--- config.mk ---
export PLATFORM = sky130hd
export DESIGN_NAME = ema_top
export DESIGN_NICKNAME = d
export VERILOG_FILES = /design/src/ema_pkg.sv /design/src/ema_pulse_edge.sv /design/src/ema_volt_sel.sv /design/src/ema_top.sv
export SDC_FILE = /design/constraint.sdc
export NUM_CORES = 2
export LEC_CHECK = 0
export ABC_AREA = 1
export BUFFER_PORTS_ARGS = -buffer_cell sky130_fd_sc_hd__buf_4
export CAP_MARGIN = 20
export CORE_UTILIZATION = 40
export DETAILED_ROUTE_END_ITERATION = 7
export GPL_TIMING_DRIVEN = 0
export SYNTH_ARGS = -nofsm -noshare
export SYNTH_HDL_FRONTEND = slang
export SYNTH_SLANG_ARGS = --single-unit
--- constraint.sdc ---
create_clock -name pclk -period 9.6 [get_ports pclk]
set_input_delay 1.92 -clock pclk [delete_from_list [all_inputs] [get_ports pclk]]
set_output_delay 1.92 -clock pclk [all_outputs]
set_load 0.1 [all_outputs]
--- src/ema_pkg.sv ---
// shared constants and types for the energy metering accumulator
package ema_pkg;

  // apb register byte offsets
  localparam logic [7:0] OFF_CTRL    = 8'h00;
  localparam logic [7:0] OFF_ASCALE  = 8'h04;
  localparam logic [7:0] OFF_RSCALE  = 8'h08;
  localparam logic [7:0] OFF_TIME    = 8'h0C;
  localparam logic [7:0] OFF_STATUS  = 8'h10;
  localparam logic [7:0] OFF_LIVE0   = 8'h20;
  localparam logic [7:0] OFF_RPT0    = 8'h30;
  localparam logic [7:0] OFF_BANK_M  = 8'hF0;
  localparam logic [7:0] OFF_WORD_M  = 8'h0C;

  // control register field positions
  localparam int PER_LSB  = 0;
  localparam int PER_W    = 3;
  localparam int SRC_BIT  = 4;
  localparam int CUM_BIT  = 5;
  localparam int DIR_BIT  = 6;
  localparam int VDEF_BIT = 7;
  localparam int CTRL_W   = 8;

  // time register field positions
  localparam int TMIN_LSB = 0;
  localparam int TSEC_LSB = 8;

  // accumulation period codes
  typedef enum logic [2:0] {
    PER_OFF = 3'h0,
    PER_5   = 3'h1,
    PER_10  = 3'h2,
    PER_15  = 3'h3,
    PER_30  = 3'h4,
    PER_60  = 3'h5
  } ema_period_t;

  // input source and reference direction encodings
  localparam logic SRC_MEAS  = 1'b0;
  localparam logic SRC_PULSE = 1'b1;
  localparam logic DIR_DEM   = 1'b0;
  localparam logic DIR_SUP   = 1'b1;

  // control reset value: 30 min, measurement, no cumulation, demand
  localparam logic [CTRL_W-1:0] CTRL_RST = 8'h04;

  // pulse weight range, in kilo-units per pulse
  localparam int SCALE_W = 14;
  localparam logic [SCALE_W-1:0] SCALE_MIN = 14'h0001;
  localparam logic [SCALE_W-1:0] SCALE_MAX = 14'h2710;
  localparam logic [SCALE_W-1:0] SCALE_RST = 14'h0064;
  localparam logic [9:0] KILO = 10'h3E8;

  // accumulator channels
  localparam int NCH     = 4;
  localparam int CH_AD   = 0;
  localparam int CH_AS   = 1;
  localparam int CH_RD   = 2;
  localparam int CH_RS   = 3;
  localparam int ACC_W   = 32;

  // timing
  localparam int CLK_PERIOD_NS = 20;
  localparam int SECOND_NS     = 1000000000;
  localparam int CYC_PER_SEC   = SECOND_NS / CLK_PERIOD_NS;
  localparam logic [5:0] LAST_SEC = 6'h3B;
  localparam logic [5:0] LAST_MIN = 6'h3B;

  // sequencer states
  typedef enum logic [1:0] {
    ST_OFF = 2'b00,
    ST_ARM = 2'b01,
    ST_RUN = 2'b10
  } ema_state_t;

endpackage

--- src/ema_pulse_edge.sv ---
// synchronises meter pulse pins and flags their rising edges
module ema_pulse_edge #(
  parameter int N = 4
) (
  // clock and reset
  input  wire logic         pclk,
  input  wire logic         presetn,
  // pins and gating
  input  wire logic [N-1:0] pin_in,
  input  wire logic         enable,
  // one-cycle edge flags
  output logic      [N-1:0] rise
);

  genvar g;
  generate
    for (g = 0; g < N; g++) begin : g_ch
      logic s1_q;
      logic s2_q;
      logic s3_q;
      // two-stage sync then a history stage for the edge
      always_ff @(posedge pclk or negedge presetn) begin
        if (!presetn) begin
          s1_q <= 1'b0;
          s2_q <= 1'b0;
          s3_q <= 1'b0;
          rise[g] <= 1'b0;
        end else begin
          s1_q <= pin_in[g];
          s2_q <= s1_q;
          s3_q <= s2_q;
          rise[g] <= enable & s2_q & ~s3_q;
        end
      end
    end
  endgenerate

endmodule

--- src/ema_volt_sel.sv ---
// chooses one of two three-phase voltage sets for the protection consumers
module ema_volt_sel #(
  parameter int W = 16
) (
  // clock and reset
  input  wire logic           pclk,
  input  wire logic           presetn,
  // voltage sources
  input  wire logic [3*W-1:0] volt_a,
  input  wire logic [3*W-1:0] volt_b,
  // selection
  input  wire logic           default_is_b,
  input  wire logic           choose,
  // routed voltages
  output logic      [3*W-1:0] volt_out
);

  // low choose takes the default module, high takes the other
  always_ff @(posedge pclk or negedge presetn) begin
    if (!presetn) begin
      volt_out <= '0;
    end else if (choose ^ default_is_b) begin
      volt_out <= volt_b;
    end else begin
      volt_out <= volt_a;
    end
  end

endmodule

--- src/ema_top.sv ---
// energy metering accumulator with apb registers and voltage source selection
module ema_top
  import ema_pkg::*;
#(
  parameter int PW      = 24,
  parameter int VW      = 16,
  parameter int SEC_CYC = CYC_PER_SEC
) (
  // clock and reset
  input  wire logic              pclk,
  input  wire logic              presetn,
  // apb slave
  input  wire logic              psel,
  input  wire logic              penable,
  input  wire logic              pwrite,
  input  wire logic [7:0]        paddr,
  input  wire logic [31:0]       pwdata,
  output logic                   pready,
  output logic      [31:0]       prdata,
  output logic                   pslverr,
  // internal power samples, energy per sample in unit-hours
  input  wire logic signed [PW-1:0] meas_p,
  input  wire logic signed [PW-1:0] meas_q,
  input  wire logic              meas_valid,
  // external meter pulse pins
  input  wire logic              active_demand_pulse_in,
  input  wire logic              active_supply_pulse_in,
  input  wire logic              reactive_demand_pulse_in,
  input  wire logic              reactive_supply_pulse_in,
  // accumulator clear from logic, acted on in cumulative mode only
  input  wire logic              accum_clear_in,
  // report events
  output logic                   report_valid,
  output logic      [ACC_W-1:0]  report_active_demand,
  output logic      [ACC_W-1:0]  report_active_supply,
  output logic      [ACC_W-1:0]  report_reactive_demand,
  output logic      [ACC_W-1:0]  report_reactive_supply,
  // voltage selection
  input  wire logic [3*VW-1:0]   volt_src_a,
  input  wire logic [3*VW-1:0]   volt_src_b,
  input  wire logic              bus_voltage_choose_in,
  output logic      [3*VW-1:0]   volt_protect
);

  // settings
  logic [CTRL_W-1:0]  ctrl_q;
  logic [SCALE_W-1:0] ascale_q;
  logic [SCALE_W-1:0] rscale_q;
  ema_period_t        period_select;
  logic               src_pulse;
  logic               cumul;
  logic               ref_supply;

  // apb handshake and decode
  logic               acc_ph;
  logic               wr_fire;
  logic [7:0]         wdword;
  logic               mapped;
  logic [31:0]        rd_d;

  // real-time clock
  logic [31:0]        div_q;
  logic               sec_tick;
  logic [5:0]         sec_q;
  logic [5:0]         min_q;
  logic               time_wr;

  // sequencing
  ema_state_t         state_q;
  logic               setting_chg;
  logic               boundary;
  logic               accum_on;
  logic               rpt_fire;
  logic [NCH-1:0]     pulse_rise;
  logic [ACC_W-1:0]   acc_q [NCH];
  logic [ACC_W-1:0]   rpt_q [NCH];
  logic [ACC_W-1:0]   inc   [NCH];
  logic [PW-1:0]      p_mag;
  logic [PW-1:0]      q_mag;
  logic [ACC_W-1:0]   a_pulse_e;
  logic [ACC_W-1:0]   r_pulse_e;

  assign period_select = ema_period_t'(ctrl_q[PER_LSB +: PER_W]);
  assign src_pulse     = ctrl_q[SRC_BIT];
  assign cumul         = ctrl_q[CUM_BIT];
  assign ref_supply    = ctrl_q[DIR_BIT];

  // boundary test: minute is a whole multiple of the period
  function automatic logic on_grid(input ema_period_t per, input logic [5:0] m);
    logic r;
    r = 1'b0;
    case (per)
      PER_5:   r = (m % 6'd5)  == 6'd0;
      PER_10:  r = (m % 6'd10) == 6'd0;
      PER_15:  r = (m % 6'd15) == 6'd0;
      PER_30:  r = (m % 6'd30) == 6'd0;
      PER_60:  r = m == 6'd0;
      default: r = 1'b0;
    endcase
    return r;
  endfunction

  // apb: one wait state, answer on the second access cycle
  assign acc_ph  = psel & penable;
  assign wr_fire = acc_ph & pready & pwrite;
  assign wdword  = paddr & OFF_WORD_M;
  assign mapped  = (paddr[1:0] == 2'b00) &&
                   (paddr <= OFF_STATUS ||
                    (paddr & OFF_BANK_M) == OFF_LIVE0 ||
                    (paddr & OFF_BANK_M) == OFF_RPT0);

  // read mux
  always_comb begin
    rd_d = 32'h0000_0000;
    if ((paddr & OFF_BANK_M) == OFF_LIVE0) begin
      rd_d = acc_q[wdword[3:2]];
    end else if ((paddr & OFF_BANK_M) == OFF_RPT0) begin
      rd_d = rpt_q[wdword[3:2]];
    end else begin
      case (paddr)
        OFF_CTRL:   rd_d[CTRL_W-1:0]  = ctrl_q;
        OFF_ASCALE: rd_d[SCALE_W-1:0] = ascale_q;
        OFF_RSCALE: rd_d[SCALE_W-1:0] = rscale_q;
        OFF_TIME:   rd_d = {18'h0, sec_q, 2'b00, min_q};
        OFF_STATUS: rd_d = {30'h0, state_q};
        default:    rd_d = 32'h0000_0000;
      endcase
    end
  end

  // apb answer registers
  always_ff @(posedge pclk or negedge presetn) begin
    if (!presetn) begin
      pready  <= 1'b0;
      prdata  <= 32'h0000_0000;
      pslverr <= 1'b0;
    end else begin
      pready  <= acc_ph & ~pready;
      pslverr <= acc_ph & ~pready & ~mapped;
      if (acc_ph & ~pready & ~pwrite) begin
        prdata <= rd_d;
      end
    end
  end

  // settings registers; writes of a new in-range value count as a change
  always_ff @(posedge pclk or negedge presetn) begin
    if (!presetn) begin
      ctrl_q      <= CTRL_RST;
      ascale_q    <= SCALE_RST;
      rscale_q    <= SCALE_RST;
      setting_chg <= 1'b0;
    end else begin
      setting_chg <= 1'b0;
      if (wr_fire && paddr == OFF_CTRL && pwdata[CTRL_W-1:0] != ctrl_q) begin
        ctrl_q      <= pwdata[CTRL_W-1:0];
        setting_chg <= 1'b1;
      end
      if (wr_fire && paddr == OFF_ASCALE && pwdata[SCALE_W-1:0] != ascale_q &&
          pwdata[31:SCALE_W] == '0 && pwdata[SCALE_W-1:0] >= SCALE_MIN &&
          pwdata[SCALE_W-1:0] <= SCALE_MAX) begin
        ascale_q    <= pwdata[SCALE_W-1:0];
        setting_chg <= 1'b1;
      end
      if (wr_fire && paddr == OFF_RSCALE && pwdata[SCALE_W-1:0] != rscale_q &&
          pwdata[31:SCALE_W] == '0 && pwdata[SCALE_W-1:0] >= SCALE_MIN &&
          pwdata[SCALE_W-1:0] <= SCALE_MAX) begin
        rscale_q    <= pwdata[SCALE_W-1:0];
        setting_chg <= 1'b1;
      end
    end
  end

  // one-second enable from the system clock
  assign sec_tick = div_q == 32'(SEC_CYC - 1);
  assign time_wr  = wr_fire && paddr == OFF_TIME;

  always_ff @(posedge pclk or negedge presetn) begin
    if (!presetn) begin
      div_q <= 32'h0000_0000;
    end else if (sec_tick || time_wr) begin
      div_q <= 32'h0000_0000;
    end else begin
      div_q <= div_q + 32'h0000_0001;
    end
  end

  // minute and second of the hour; a write sets them
  always_ff @(posedge pclk or negedge presetn) begin
    if (!presetn) begin
      sec_q <= 6'h00;
      min_q <= 6'h00;
    end else if (time_wr) begin
      sec_q <= (pwdata[TSEC_LSB +: 6] > LAST_SEC) ? 6'h00 : pwdata[TSEC_LSB +: 6];
      min_q <= (pwdata[TMIN_LSB +: 6] > LAST_MIN) ? 6'h00 : pwdata[TMIN_LSB +: 6];
    end else if (sec_tick) begin
      if (sec_q == LAST_SEC) begin
        sec_q <= 6'h00;
        min_q <= (min_q == LAST_MIN) ? 6'h00 : min_q + 6'h01;
      end else begin
        sec_q <= sec_q + 6'h01;
      end
    end
  end

  // boundary at the tick that lands on a grid minute, second zero
  assign boundary = sec_tick && sec_q == LAST_SEC &&
                    on_grid(period_select, (min_q == LAST_MIN) ? 6'h00 : min_q + 6'h01);

  // period sequencer: arm after reset or change, run from next boundary
  always_ff @(posedge pclk or negedge presetn) begin
    if (!presetn) begin
      state_q <= ST_ARM;
    end else if (setting_chg || time_wr || period_select == PER_OFF) begin
      state_q <= (period_select == PER_OFF) ? ST_OFF : ST_ARM;
    end else begin
      case (state_q)
        ST_OFF:  state_q <= ST_ARM;
        ST_ARM:  state_q <= boundary ? ST_RUN : ST_ARM;
        ST_RUN:  state_q <= ST_RUN;
        default: state_q <= ST_ARM;
      endcase
    end
  end

  assign accum_on = state_q == ST_RUN && !setting_chg && !time_wr;
  assign rpt_fire = accum_on && boundary;

  // meter pulse pins, edge flags gated to pulse mode only
  ema_pulse_edge #(
    .N (NCH)
  ) u_pulse (
    .pclk    (pclk),
    .presetn (presetn),
    .pin_in  ({reactive_supply_pulse_in, reactive_demand_pulse_in,
               active_supply_pulse_in, active_demand_pulse_in}),
    .enable  (src_pulse),
    .rise    (pulse_rise)
  );

  // pulse weights scaled from kilo-units to units
  // widen both factors first so the product is not cut to the scale width
  assign a_pulse_e = ACC_W'(ascale_q) * ACC_W'(KILO);
  assign r_pulse_e = ACC_W'(rscale_q) * ACC_W'(KILO);

  // magnitudes of the signed power samples
  assign p_mag = meas_p[PW-1] ? PW'(-meas_p) : PW'(meas_p);
  assign q_mag = meas_q[PW-1] ? PW'(-meas_q) : PW'(meas_q);

  // per-channel increment; in-phase sign goes to the reference side
  always_comb begin
    for (int c = 0; c < NCH; c++) begin
      inc[c] = '0;
    end
    if (src_pulse == SRC_PULSE) begin
      inc[CH_AD] = pulse_rise[CH_AD] ? a_pulse_e : '0;
      inc[CH_AS] = pulse_rise[CH_AS] ? a_pulse_e : '0;
      inc[CH_RD] = pulse_rise[CH_RD] ? r_pulse_e : '0;
      inc[CH_RS] = pulse_rise[CH_RS] ? r_pulse_e : '0;
    end else if (meas_valid) begin
      if (meas_p != '0) begin
        if (meas_p[PW-1] ^ (ref_supply == DIR_SUP)) begin
          inc[CH_AS] = ACC_W'(p_mag);
        end else begin
          inc[CH_AD] = ACC_W'(p_mag);
        end
      end
      if (meas_q != '0) begin
        if (meas_q[PW-1] ^ (ref_supply == DIR_SUP)) begin
          inc[CH_RS] = ACC_W'(q_mag);
        end else begin
          inc[CH_RD] = ACC_W'(q_mag);
        end
      end
    end
  end

  // four separate accumulators and their published copies
  genvar g;
  generate
    for (g = 0; g < NCH; g++) begin : g_acc
      always_ff @(posedge pclk or negedge presetn) begin
        if (!presetn) begin
          acc_q[g] <= '0;
        end else if (setting_chg || time_wr || !accum_on) begin
          acc_q[g] <= '0;
        end else if (cumul && accum_clear_in) begin
          acc_q[g] <= inc[g];
        end else if (rpt_fire && !cumul) begin
          acc_q[g] <= inc[g];
        end else begin
          acc_q[g] <= acc_q[g] + inc[g];
        end
      end

      always_ff @(posedge pclk or negedge presetn) begin
        if (!presetn) begin
          rpt_q[g] <= '0;
        end else if (rpt_fire) begin
          rpt_q[g] <= acc_q[g];
        end
      end
    end
  endgenerate

  // report event pulse and its data
  always_ff @(posedge pclk or negedge presetn) begin
    if (!presetn) begin
      report_valid           <= 1'b0;
      report_active_demand   <= '0;
      report_active_supply   <= '0;
      report_reactive_demand <= '0;
      report_reactive_supply <= '0;
    end else begin
      report_valid <= rpt_fire;
      if (rpt_fire) begin
        report_active_demand   <= acc_q[CH_AD];
        report_active_supply   <= acc_q[CH_AS];
        report_reactive_demand <= acc_q[CH_RD];
        report_reactive_supply <= acc_q[CH_RS];
      end
    end
  end

  // voltage source selection for protection consumers
  ema_volt_sel #(
    .W (VW)
  ) u_vsel (
    .pclk         (pclk),
    .presetn      (presetn),
    .volt_a       (volt_src_a),
    .volt_b       (volt_src_b),
    .default_is_b (ctrl_q[VDEF_BIT]),
    .choose       (bus_voltage_choose_in),
    .volt_out     (volt_protect)
  );

endmodule

==> impl_metrics.toml <==
[detailed_routing]
final_antenna_net_count = 0
drc = 5
drt-total-wl_um = 131600
avgViaCountPerCell = 5.640
vias = 32098
dr.pass1.iters = 8
drt_iter0_markers = 3514
wl_per_cell_um = 23.12

[outcome]
failed_checks = "DRC"
status = "finished with violations"

[setup_path]
crit_slowest_cell = "o21ai_0"
cp.arrival_ps = 7770
path_max_fanout = 10
end_kind = "flip-flop"
reg2reg_depth = 33
reg2reg_setup_slack_ps = 2440
crit_top_cell = "nand2_1"
worstSetupPathType = "in -> reg"
path_buf_inv = 5
rr_startpoint = "ascale_q[2]$_DFFE_PN1P_"
start_kind = "input pin"
cp.required_ps = 10160
reg2reg_to = "acc_q[126]$_DFF_PN0_"
cp_top_family = "simple AND/OR/NAND/NOR gates"
max_stage_delay_ps = 540

[die]
num_rows = 103
initial_core_util_pct = 40.61
io_pins = 407
die_w_um = 285.9
core_mm2 = 0.07939
die_area_mm2 = 0.08174
die_y_um = 285.9

[synthesis]
netlist.area_leader.share_pct = 33.37
synth_most_common_cell = "nand2_1"
yosys-top-cells-count = "nand2_1 (805), inv_1 (488), dfrtp_1 (430)"
synth-seq-cells = 438
syn_inst = 4136
synth_cell_types = 64
synth.avg_cell_area_um2 = 7.795
synth_warnings = 0
netlist_area_mm2 = 0.03224
netlist_top_cells_area = "dfrtp_1 (33%), nand2_1 (9.4%), ha_1 (8.1%)"
async_reset_ff_share_pct = 100.0
synth_edf_count = 0
ys_seq_area_share_pct = 34.03
synth.largest_area_cell = "dfrtp_1"
synth_ff_type = "dfrtp_1"
synth_nets = 4636

[finish]
fin_util_pct = 48.60
drive_above_1_share_pct = 14.50
antenna_cells = 0
syn_to_final_growth_pct = 19.65
nNetsFinal = 5098
stdcell_count = 5691

[timing]
fmax_mhz = 138.8
slew_violations = 0
setup_violations = 0
worst_pin_slew_ps = 1144
finalCriticalPeriod_ps = 7203
period_share_pct = 75.03
skew_ps = 31.79
hold_viol_final = 0
slew-limit-headroom_pct = 23.02
setup_tns_ps = 0
rsz0062_at_grt = "no"

[clocking]
cts-htree-levels = 2
cts_made_buffers = 52
cts_tree = "done"
post_cts_resized = 0
postCtsSetupBuffers = 0
clk_pin_slew_worst_paths_ps = 60
holdBufCountCts = 0
clk-insertion-delay-late_ps = 650
cts_sinks = 438
clockBufferDepth = 3
root_buffer = "clkbuf_16"

[flow_run]
cap_violations = 0

[placed_design]
port-buffer-count = 402
dp_hpwl_um = 105400
gp_congestion = 1.018
dp.cells = 5593

[worst_hold_path]
hold_end = "u_pulse.g_ch[1].s2_q$_DFF_PN0_"
hold_depth = 0
hold_start = "u_pulse.g_ch[1].s1_q$_DFF_PN0_"
hp-class = "reg -> reg"

[power_and_ir_drop]
ir_worst_vdd_uv = 159.9
pwr-share-seq_pct = 39.8
power.total_w = 0.004866
power_density_mw_per_mm2 = 126.1
p_leak_nw = 18.71
p_int_w = 0.003391
p_sw_w = 0.001475
p_comb_share_pct = 15.2
swShare_pct = 30.31
p_clk_share_pct = 45.0

[global_route]
grt_overflow = 0
grt_start_max_net_pins = 109
antenna_found_initial = 0
grt_pass1_wl_um = 193800
grt_usage_pct = 31.56
grt_pass1_vias = 29968
routing by layer:
| metal | up-vias | GRT usage, % | share of wire, % |
|---|---|---|---|
| met5 | - | 0.9302 | 0.082 |
| met4 | 2 | 14.47 | 4.9 |
| met3 | 269 | 6.547 | 9.5 |
| met2 | 1575 | 47.91 | 44 |
| met1 | 15425 | 42.98 | 42 |
| li1 | 14827 | - | - |
sequential cells by signal (all words and copies together), names as in the netlist, 6 cells and up:
| register | count |
|---|---|
| acc_q | 128 |
| ascale_q | 14 |
| ctrl_q | 8 |
| div_q | 32 |
| min_q | 6 |
| prdata | 32 |
| report_active_demand | 32 |
| report_active_supply | 32 |
| report_reactive_demand | 32 |
| report_reactive_supply | 32 |
| rscale_q | 14 |
| sec_q | 6 |
| u_vsel.volt_out | 48 |
worst max path at each step:
| stage | start | to | slack [ps] | cells past startpoint |
|---|---|---|---|---|
| 6_report | meas_p[0] | acc_q[94]$_DFF_PN0_ | 2400 | 30 |
| 5_1_grt | meas_p[0] | acc_q[94]$_DFF_PN0_ | 1620 | 30 |
| 4_1_cts | ascale_q[2]$_DFFE_PN1P_ | acc_q[124]$_DFF_PN0_ | 2420 | 32 |
| 2_1_floorplan | meas_p[1] | acc_q[94]$_DFF_PN0_ | 3530 | 29 |
| 3_3_place_gp | presetn | u_vsel.volt_out[33]$_DFF_PN0_ | 1690 | 1 |
| 3_5_place_dp | meas_p[0] | acc_q[94]$_DFF_PN0_ | 1910 | 30 |
placed cells by master (no fill, tap or decap), types with 50 or more instances in the layout:
master     synthesis  final
buf_4              9    410
xnor2_1           72     72
a22oi_1           50     50
dfrtp_1          430    430
nand3_1          147    147
clkbuf_16          0     52
clkbuf_1          91    100
nor2_1           346    346
nor3_1            64     64
inv_1            488    488
nand4_1           74     74
o21ai_0          377    377
ha_1             208    208
fa_1              96     96
a21oi_1          313    313
xor2_1            96     96
o22ai_1          113    113
nand2_1          805    805
layout make-up:
cell class,instances,area [um2]
tap,1050,1314
timing repair buffer,408,3162
multi-input combinational,3048,18720
clock buffer,74,1514
inverter,502,1889
clock inverter,23,346.6
buffer,148,658.1
fill,7981,40810
sequential,438,10970
per-stage QoR:
stage,setup slack [ps],area (um2),hold slack (ps)
after floorplan,3534,32240,331.2
after global placement,1694,36570,339.7
after detailed placement,1912,36700,339.5
after CTS,2424,38560,347.6
after global routing,1620,38580,366.4
final,2397,38580,340.3
power groups by stage:
stage	sequential, W	combinational, W	clock, W
final	0.00194	0.000741	0.00219
after floorplan	0.00220	0.000219	0
after detailed placement	0.00197	0.000734	0
after global routing	0.00194	0.000784	0.00227
after global placement	0.00197	0.000723	0
after CTS	0.00193	0.000736	0.00221
cell families after synthesis:
family | Yosys count | share of synthesized area (%)
compound gates | 981 | 17.14
xor+xnor | 168 | 4.564
fa+ha+maj | 304 | 14.03
buf+inv | 650 | 7.901
flops | 438 | 34.03
mux | 48 | 1.676
simple gates | 1547 | 20.66
worst reg2reg max path, delay by kind of cell, from the launching register on:
| family | cells | cell delay [ps] |
|---|---|---|
| buffers and inverters | 2 | 150 |
| AOI/OAI and AO/OA | 3 | 690 |
| xor gates and xnor gates | 1 | 170 |
| and+or+nand+nor | 21 | 2600 |
| DFF | 1 | 710 |
| adders and majority gates | 6 | 2740 |
Note: power is estimated with default switching activity, not from simulation.
